**src/include/exec_consts.svh**
```systemverilog
// Purpose: Shared constants for the instruction execution slice.
// Assumes: Included by its bare name from the design files.
// Notes: Definitions only; no logic lives here.
`ifndef EXEC_CONSTS_SVH
`define EXEC_CONSTS_SVH

// Datapath and operand widths.
`define EXEC_DATA_W 8
`define EXEC_ADDR_W 7
`define EXEC_JUMP_W 11
`define EXEC_PC_W 15
`define EXEC_LATCH_W 7

// Slice of pc_high_latch that fills the upper program counter bits.
`define EXEC_LATCH_HI 6
`define EXEC_LATCH_LO 3

// Destination select encoding.
`define EXEC_DEST_ACCUM 1'b0
`define EXEC_DEST_FILE 1'b1

// Reset values.
`define EXEC_RST_ACCUM 8'h00
`define EXEC_RST_ZERO 1'b0
`define EXEC_RST_PC 15'h0000
`define EXEC_RST_ADDR 7'h00

// Increment and decrement step.
`define EXEC_STEP 8'h01

`endif

```
**src/include/exec_pkg.sv**
```systemverilog
// Purpose: Types shared by the execution slice and its arithmetic unit.
// Assumes: The fetch and decode path presents one of these operation codes.
// Notes: Operation codes are internal; no instruction word encoding is implied.
package exec_pkg;

	// Predecoded operation presented with an issue strobe.
	typedef enum logic [2:0]
	{
		OP_NONE,
		OP_DEC_SKIP,
		OP_JUMP,
		OP_INC,
		OP_INC_SKIP,
		OP_OR_LIT,
		OP_OR_FILE
	} op_type;

	// Execution sequencer states.
	typedef enum logic
	{
		ST_IDLE,
		ST_SECOND
	} state_type;

endpackage

```
**src/rtl/core_incdec_skip_or_jump_absolute_exec.sv**
```systemverilog
// Purpose: Executes decrement/increment with skip, increment, OR and absolute jump.
// Assumes: Register file read data for file_addr_i is valid in the issue cycle.
// Notes: The accumulator and zero flag live here; file writes leave as a pulse.
`timescale 1ns/1ps
`include "exec_consts.svh"

// Notes on behaviour
// - decrement_skip_zero subtracts one from the addressed file register (address 0 to 127) into the chosen destination.
// - a zero decrement result discards the next instruction for a no-operation, making two cycles.
// - dest_select 0 writes the result to the accumulator and 1 writes it back to the file register.
// - jump_absolute loads its 11-bit operand into program counter bits 10 to 0.
// - jump_absolute fills program counter bits 14 to 11 from pc_high_latch bits 6 to 3.
// - jump_absolute always takes two cycles and changes no status flag.
// - increment_file adds one to the file register, stores per dest_select and updates zero_flag.
// - increment_skip_zero adds one, stores per dest_select, touches no flag and skips on zero.
// - or_literal_accum ORs the accumulator with an 8-bit literal into the accumulator and updates zero_flag.
// - or_accum_file ORs the accumulator with the file register, stores per dest_select and updates zero_flag.
module core_incdec_skip_or_jump_absolute_exec
#(
	parameter int DATA_W = `EXEC_DATA_W,
	parameter int ADDR_W = `EXEC_ADDR_W
)
(
	input wire logic core_clk_i,
	input wire logic rst_i,
	input wire logic issue_i,
	input wire exec_pkg::op_type op_i,
	input wire logic [ADDR_W-1:0] file_addr_i,
	input wire logic dest_select_i,
	input wire logic [`EXEC_JUMP_W-1:0] operand_i,
	input wire logic [DATA_W-1:0] file_rdata_i,
	input wire logic [`EXEC_LATCH_W-1:0] pc_high_latch_i,
	output logic [DATA_W-1:0] accum_o,
	output logic zero_flag_o,
	output logic file_we_o,
	output logic [ADDR_W-1:0] file_waddr_o,
	output logic [DATA_W-1:0] file_wdata_o,
	output logic pc_load_o,
	output logic [`EXEC_PC_W-1:0] pc_target_o,
	output logic skip_o,
	output logic busy_o,
	output logic done_o
);

	// The constants fix an 8-bit datapath and 7-bit file addresses.
	// Other widths are refused at elaboration, since the jump and latch slices assume them.
	if (DATA_W != `EXEC_DATA_W)
	begin
		$error("core_incdec_skip_or_jump_absolute_exec: DATA_W must equal 8");
	end
	if (ADDR_W != `EXEC_ADDR_W)
	begin
		$error("core_incdec_skip_or_jump_absolute_exec: ADDR_W must equal 7");
	end

	exec_pkg::state_type state_q;
	exec_pkg::state_type state_d;
	logic [DATA_W-1:0] accum_q;
	logic [DATA_W-1:0] accum_d;
	logic zero_q;
	logic zero_d;
	logic file_we_q;
	logic file_we_d;
	logic [ADDR_W-1:0] file_waddr_q;
	logic [ADDR_W-1:0] file_waddr_d;
	logic [DATA_W-1:0] file_wdata_q;
	logic [DATA_W-1:0] file_wdata_d;
	logic pc_load_q;
	logic pc_load_d;
	logic [`EXEC_PC_W-1:0] pc_target_q;
	logic [`EXEC_PC_W-1:0] pc_target_d;
	logic skip_q;
	logic skip_d;
	logic busy_q;
	logic busy_d;
	logic done_q;
	logic done_d;

	logic [DATA_W-1:0] alu_result;
	logic alu_zero;
	logic alu_skip;
	logic alu_writes_zero;
	logic alu_uses_dest;
	logic take;

	// The literal only uses the low operand bits; the jump uses all eleven.
	exec_alu
	#(
		.DATA_W(DATA_W)
	)
	u_alu
	(
		.op_i(op_i),
		.accum_i(accum_q),
		.file_i(file_rdata_i),
		.literal_i(operand_i[DATA_W-1:0]),
		.result_o(alu_result),
		.zero_o(alu_zero),
		.skip_o(alu_skip),
		.writes_zero_o(alu_writes_zero),
		.uses_dest_o(alu_uses_dest)
	);

	// An issue is taken only while idle; during a second cycle it is ignored.
	assign take = issue_i && (state_q == exec_pkg::ST_IDLE) && (op_i != exec_pkg::OP_NONE);

	// Next-state and result logic for the whole slice.
	always_comb
	begin
		state_d = state_q;
		accum_d = accum_q;
		zero_d = zero_q;
		file_we_d = 1'b0;
		file_waddr_d = file_waddr_q;
		file_wdata_d = file_wdata_q;
		pc_load_d = 1'b0;
		pc_target_d = pc_target_q;
		skip_d = 1'b0;
		busy_d = 1'b0;
		done_d = 1'b0;
		case (state_q)
			exec_pkg::ST_IDLE:
			begin
				if (take)
				begin
					if (op_i == exec_pkg::OP_JUMP)
					begin
						// The flags are left alone on a jump.
						pc_target_d[`EXEC_JUMP_W-1:0] = operand_i;
						pc_target_d[`EXEC_PC_W-1:`EXEC_JUMP_W] =
							pc_high_latch_i[`EXEC_LATCH_HI:`EXEC_LATCH_LO];
						pc_load_d = 1'b1;
						busy_d = 1'b1;
						state_d = exec_pkg::ST_SECOND;
					end
					else
					begin
						if (alu_uses_dest && (dest_select_i == `EXEC_DEST_FILE))
						begin
							file_we_d = 1'b1;
							file_waddr_d = file_addr_i;
							file_wdata_d = alu_result;
						end
						else
						begin
							accum_d = alu_result;
						end
						if (alu_writes_zero)
							zero_d = alu_zero;
						if (alu_skip)
						begin
							// The fetch path squashes the next word into a no-operation.
							skip_d = 1'b1;
							busy_d = 1'b1;
							state_d = exec_pkg::ST_SECOND;
						end
						else
						begin
							done_d = 1'b1;
						end
					end
				end
			end
			exec_pkg::ST_SECOND:
			begin
				// The second cycle is the discarded slot; nothing is written.
				done_d = 1'b1;
				state_d = exec_pkg::ST_IDLE;
			end
			default:
			begin
				state_d = exec_pkg::ST_IDLE;
			end
		endcase
	end

	// Register stage; every output comes straight from these flops.
	always_ff @(posedge core_clk_i)
	begin
		if (rst_i)
		begin
			state_q <= exec_pkg::ST_IDLE;
			accum_q <= `EXEC_RST_ACCUM;
			zero_q <= `EXEC_RST_ZERO;
			file_we_q <= 1'b0;
			file_waddr_q <= `EXEC_RST_ADDR;
			file_wdata_q <= `EXEC_RST_ACCUM;
			pc_load_q <= 1'b0;
			pc_target_q <= `EXEC_RST_PC;
			skip_q <= 1'b0;
			busy_q <= 1'b0;
			done_q <= 1'b0;
		end
		else
		begin
			state_q <= state_d;
			accum_q <= accum_d;
			zero_q <= zero_d;
			file_we_q <= file_we_d;
			file_waddr_q <= file_waddr_d;
			file_wdata_q <= file_wdata_d;
			pc_load_q <= pc_load_d;
			pc_target_q <= pc_target_d;
			skip_q <= skip_d;
			busy_q <= busy_d;
			done_q <= done_d;
		end
	end

	// Output connections.
	assign accum_o = accum_q;
	assign zero_flag_o = zero_q;
	assign file_we_o = file_we_q;
	assign file_waddr_o = file_waddr_q;
	assign file_wdata_o = file_wdata_q;
	assign pc_load_o = pc_load_q;
	assign pc_target_o = pc_target_q;
	assign skip_o = skip_q;
	assign busy_o = busy_q;
	assign done_o = done_q;

endmodule

```
**src/rtl/exec_alu.sv**
```systemverilog
// Purpose: Combinational result, zero test and skip decision for the slice.
// Assumes: Operands are stable in the issue cycle.
// Notes: Wraps modulo 2**DATA_W, so 8'hFF plus one gives zero and, for OP_INC_SKIP, skips.
`timescale 1ns/1ps
`include "exec_consts.svh"

module exec_alu
#(
	parameter int DATA_W = `EXEC_DATA_W
)
(
	input wire exec_pkg::op_type op_i,
	input wire logic [DATA_W-1:0] accum_i,
	input wire logic [DATA_W-1:0] file_i,
	input wire logic [DATA_W-1:0] literal_i,
	output logic [DATA_W-1:0] result_o,
	output logic zero_o,
	output logic skip_o,
	output logic writes_zero_o,
	output logic uses_dest_o
);

	// A one-bit datapath cannot tell zero from an increment, so refuse it at elaboration.
	if (DATA_W < 2)
	begin
		$error("exec_alu: DATA_W must be at least 2");
	end

	// Select the operation result and its flag and skip effects.
	always_comb
	begin
		result_o = '0;
		writes_zero_o = 1'b0;
		uses_dest_o = 1'b0;
		skip_o = 1'b0;
		case (op_i)
			exec_pkg::OP_DEC_SKIP:
			begin
				result_o = DATA_W'(file_i - DATA_W'(`EXEC_STEP));
				uses_dest_o = 1'b1;
				skip_o = (result_o == '0);
			end
			exec_pkg::OP_INC:
			begin
				result_o = DATA_W'(file_i + DATA_W'(`EXEC_STEP));
				uses_dest_o = 1'b1;
				writes_zero_o = 1'b1;
			end
			exec_pkg::OP_INC_SKIP:
			begin
				result_o = DATA_W'(file_i + DATA_W'(`EXEC_STEP));
				uses_dest_o = 1'b1;
				skip_o = (result_o == '0);
			end
			exec_pkg::OP_OR_LIT:
			begin
				result_o = accum_i | literal_i;
				writes_zero_o = 1'b1;
			end
			exec_pkg::OP_OR_FILE:
			begin
				result_o = accum_i | file_i;
				uses_dest_o = 1'b1;
				writes_zero_o = 1'b1;
			end
			default:
			begin
				result_o = '0;
			end
		endcase
		zero_o = (result_o == '0);
	end

endmodule

```
**config.mk**
```make
export PLATFORM = sky130hd
export DESIGN_NAME = core_incdec_skip_or_jump_absolute_exec
export DESIGN_NICKNAME = d
export VERILOG_FILES = /design/src/include/exec_pkg.sv /design/src/rtl/core_incdec_skip_or_jump_absolute_exec.sv /design/src/rtl/exec_alu.sv
export VERILOG_INCLUDE_DIRS = /design/src /design/src/include
export SDC_FILE = /design/constraint.sdc
export NUM_CORES = 1
export LEC_CHECK = 0
export BUFFER_PORTS_ARGS = -buffer_cell sky130_fd_sc_hd__buf_2
export CAP_MARGIN = 10
export CORE_MARGIN = 2
export CORE_UTILIZATION = 45
export DETAILED_ROUTE_END_ITERATION = 8
export PLACE_DENSITY_LB_ADDON = 0.15
export RECOVER_POWER = 100
export SLEW_MARGIN = 20
export SYNTH_ARGS = -nofsm -noshare
export SYNTH_HDL_FRONTEND = slang
export SYNTH_SLANG_ARGS = --single-unit
```
**constraint.sdc**
```tcl
create_clock -name core_clk_i -period 5.7 [get_ports core_clk_i]
set_input_delay 0.57 -clock core_clk_i [delete_from_list [all_inputs] [get_ports core_clk_i]]
set_output_delay 0.57 -clock core_clk_i [all_outputs]
set_load 0.1 [all_outputs]
```
==> flow_summary.yaml <==
setup_path:
  crit_path_end_kind: "register"
  start_kind: "input pin"
  crit_start: "op_i[0]"
  regToRegSetupSlack_ns: 3.88
  timing.rr.end: "accum_o[0]"
  r2r.worst_path.cells: 4
  criticalPathCategory: "in -> reg"
  critPathSlowestCell: "nor2_1"
  critical_path.endpoint: "accum_o[0]"
  timing.rr.start: "state_q"
  crit_top_cell: "nor2_1"
  crit_fanout: 19
  crit_required_ns: 5.92
  slowest_delay_ns: 0.66
  path_cells: "clkbuf_1 -> inv_1 -> maj3_1 -> nor2_1 -> mux2_2 -> nor2_1"
  crit_arrival_ns: 2.95
pwr:
  power_density_mw_per_mm2: 259
  leakage_nw: 1.02
  peakVddDrop_mv: 0.211
  finalPower_mw: 0.731
hold_path:
  min_path_type: "reg -> reg"
sta:
  rsz0062_at_grt: "false"
  maxSlewHeadroom_pct: 20.9
  skew_ns: 0.00609
  drv_slew: 0
  timing.fmax_mhz: 366
  tightest_slew_ns: 1.19
  fin_crit_ns: 2.73
  hold_viol_final: 0
  setup-tns-final_ns: 0
  fin_crit_sh_pct: 47.9
  setup_violations: 0
clock_network:
  path_clk_slew_ns: 0.08
  cts_root_buf: "clkbuf_8"
  clockBufferDepth: 2
  ctsHoldBuffers: 0
  insertion_delay_ns: 0.28
  cts_tree: "yes"
  post_cts_buffers: 0
  cts_inserted_buffers: 5
  cts_sinks: 44
  h-tree-depth: 2
  ctsResizeCount: 0
finish:
  syn2layout_area_growth_pct: 16.1
  layout.cells.non_filler: 442
  seq_area_um2: 881
  n_fill_cell: 541
  multi_input_area_mm2: 0.00138
  final_nets: 415
  drive_gt1_share_pct: 13.7
  antenna_cells: 0
floorplanning:
  die_h_um: 77.5
  fp-row-count: 26
  core_area_mm2: 0.00517
  initial_utilization_pct: 47.0
  io_pins: 84
  die_w_um: 77.5
  die-area_mm2: 0.00601
synth:
  synth_most_common_cell: "nand2_1"
  syn_avg_cell_area_um2: 7.82
  ys_seq_area_share_pct: 36.2
  synth-edff-count: 0
  synth_commonest_cells: "54 x nand2_1, 44 x dfxtp_1, 34 x nor2_1"
  synth_cells: 311
  synth_top_family_by_area: "simple AND/OR/NAND/NOR gates"
  yosysUniqueCellTypes: 61
  synth_compound_area_share_pct: 23.3
  synth_warnings: 0
  ys.flop_type: "dfxtp_1"
  netlist.area_leader.share_pct: 36.2
  syn_nets: 355
  synthMuxAreaShare_pct: 2.21
  synth-seq-cells: 44
  ys_top_cells_by_area: "dfxtp_1 36%, nand2_1 8.3%, a21oi_1 5.6%"
  ys_async_sr_fraction_pct: 0
  synth-xor-area-share_pct: 4.32
  yosys.area_share.simple_pct: 24.9
  synthAdderAreaFrac_pct: 2.47
  synth_top_area_cell: "dfxtp_1"
  syn_area_mm2: 0.00243
detailed_routing:
  drt_wl_total_um: 6290
  avgRoutedWirePerCell_um: 14.2
  dr.pass1.iters: 4
  dr_total_vias: 2374
  postRouteAntennaNets: 0
  drt-vias-per-instance: 5.37
  drt_iter0_drc: 105
  drc: 0
global_route:
  antenna_found_initial: 0
  grt_max_degree: 46
  grt-ovfl-total: 0
  grt_pass1_vias: 2134
  grt_pass1_wl_um: 10500
  grtUsageTotal_pct: 21.1
status:
  status: "finished clean"
place:
  gp_congestion: 0.889
  hpwlAfterDp_um: 4640
  numPortBuffers: 80
  dp_cells: 434
run:
  max_cap_viol_count: 0
==> logic make-up (layout without fill, tap and decap cells) <==
family                     count (synthesis)  after routing
adders and majority gates                  5              5
AOI/OAI and AO/OA                         79             79
xor gates and xnor gates                  12             12
and+or+nand+nor                          129            129
DFF                                       44             44
muxes                                      5              5
buffers and inverters                     37             98
==> critical path, delay by kind of cell <==
kind / cells / cell delay (ns)
mux: 1 / 0.41
buf+inv: 2 / 0.83
simple gates: 2 / 0.73
fa+ha+maj: 1 / 0.40
==> routing by layer <==
metal	share of wire, %	vias to the layer above	global-route usage, %
li1	-	1214	-
met1	48	1083	30.2
met2	45	72	33.7
met3	5.7	5	3.84
met4	0.91	0	3.75
met5	0	-	0
==> where the power goes <==
part | total, mW | internal (mW) | leakage, nW | switching [mW]
clock | 0.197 | 0.0985 | 0.0445 | 0.0984
combinational | 0.207 | 0.0464 | 0.617 | 0.161
sequential | 0.327 | 0.319 | 0.358 | 0.00773
==> placed cells by master (no fill, tap or decap), types with 2 or more instances in the layout <==
cell type  netlist  layout
nand2_1         54      54
a2111oi_0        2       3
o22ai_1          3       3
and4_1           2       2
xnor2_1          6       6
xor2_1           6       6
nand2b_1         2       2
mux2i_1          2       2
inv_1           10      10
nor3b_1          3       3
clkbuf_8         0       6
a211oi_1        12      12
mux2_2           3       3
nor4_1           2       2
nor3_1           5       6
a311o_1          2       2
buf_2            7      35
and2_1           2       2
o311ai_0         2       2
nand3b_1         2       2
nand3_1          6       6
o221ai_1         3       3
nand4_1          5       5
a31oi_1          2       2
a21oi_1         27      27
ha_1             4       4
or3b_1           2       2
and3_1           2       2
o21bai_1         2       2
nor2_1          34      34
o21ai_0          8       8
clkbuf_1        16      46
dfxtp_1         44      44
==> registers in the layout (all words and copies together), names as in the netlist, 7 cells and up <==
| signal | flops |
|---|---|
| pc_target_o | 15 |
| accum_o | 8 |
| file_wdata_o | 8 |
| file_waddr_o | 7 |
==> metrics by stage <==
step           hold slack (ns)  util, %  cell area [um^2]  worst slack, ns
2_1_floorplan            0.706        -              2430             3.43
3_3_place_gp             0.440     54.1              2800             3.10
3_5_place_dp             0.443     54.1              2800             3.07
4_1_cts                  0.454     55.9              2890             3.37
5_1_grt                  0.478     54.6              2820             2.75
6_report                 0.456     54.6              2820             2.97
==> worst min path at each step <==
stage	from	endpoint	slack, ns	cells after the start
global route	pc_target_o[10]	pc_target_o[10]	0.48	2
floorplan	file_addr_i[0]	file_waddr_o[0]	0.71	2
detailed placement	pc_target_o[5]	pc_target_o[5]	0.44	2
CTS	pc_target_o[5]	pc_target_o[5]	0.45	2
finish	pc_target_o[0]	pc_target_o[0]	0.46	2
global placement	file_waddr_o[1]	file_waddr_o[1]	0.44	2
==> area by class of cell <==
class	count	area share, %
tap	70	3.10
clock inverter	1	0.266
inverter	10	1.33
clock buffer	7	3.06
timing repair buffer	80	12.2
sequential	44	31.2
multi-input combinational	230	48.8
No activity file was read; power rests on OpenSTA's default activity.
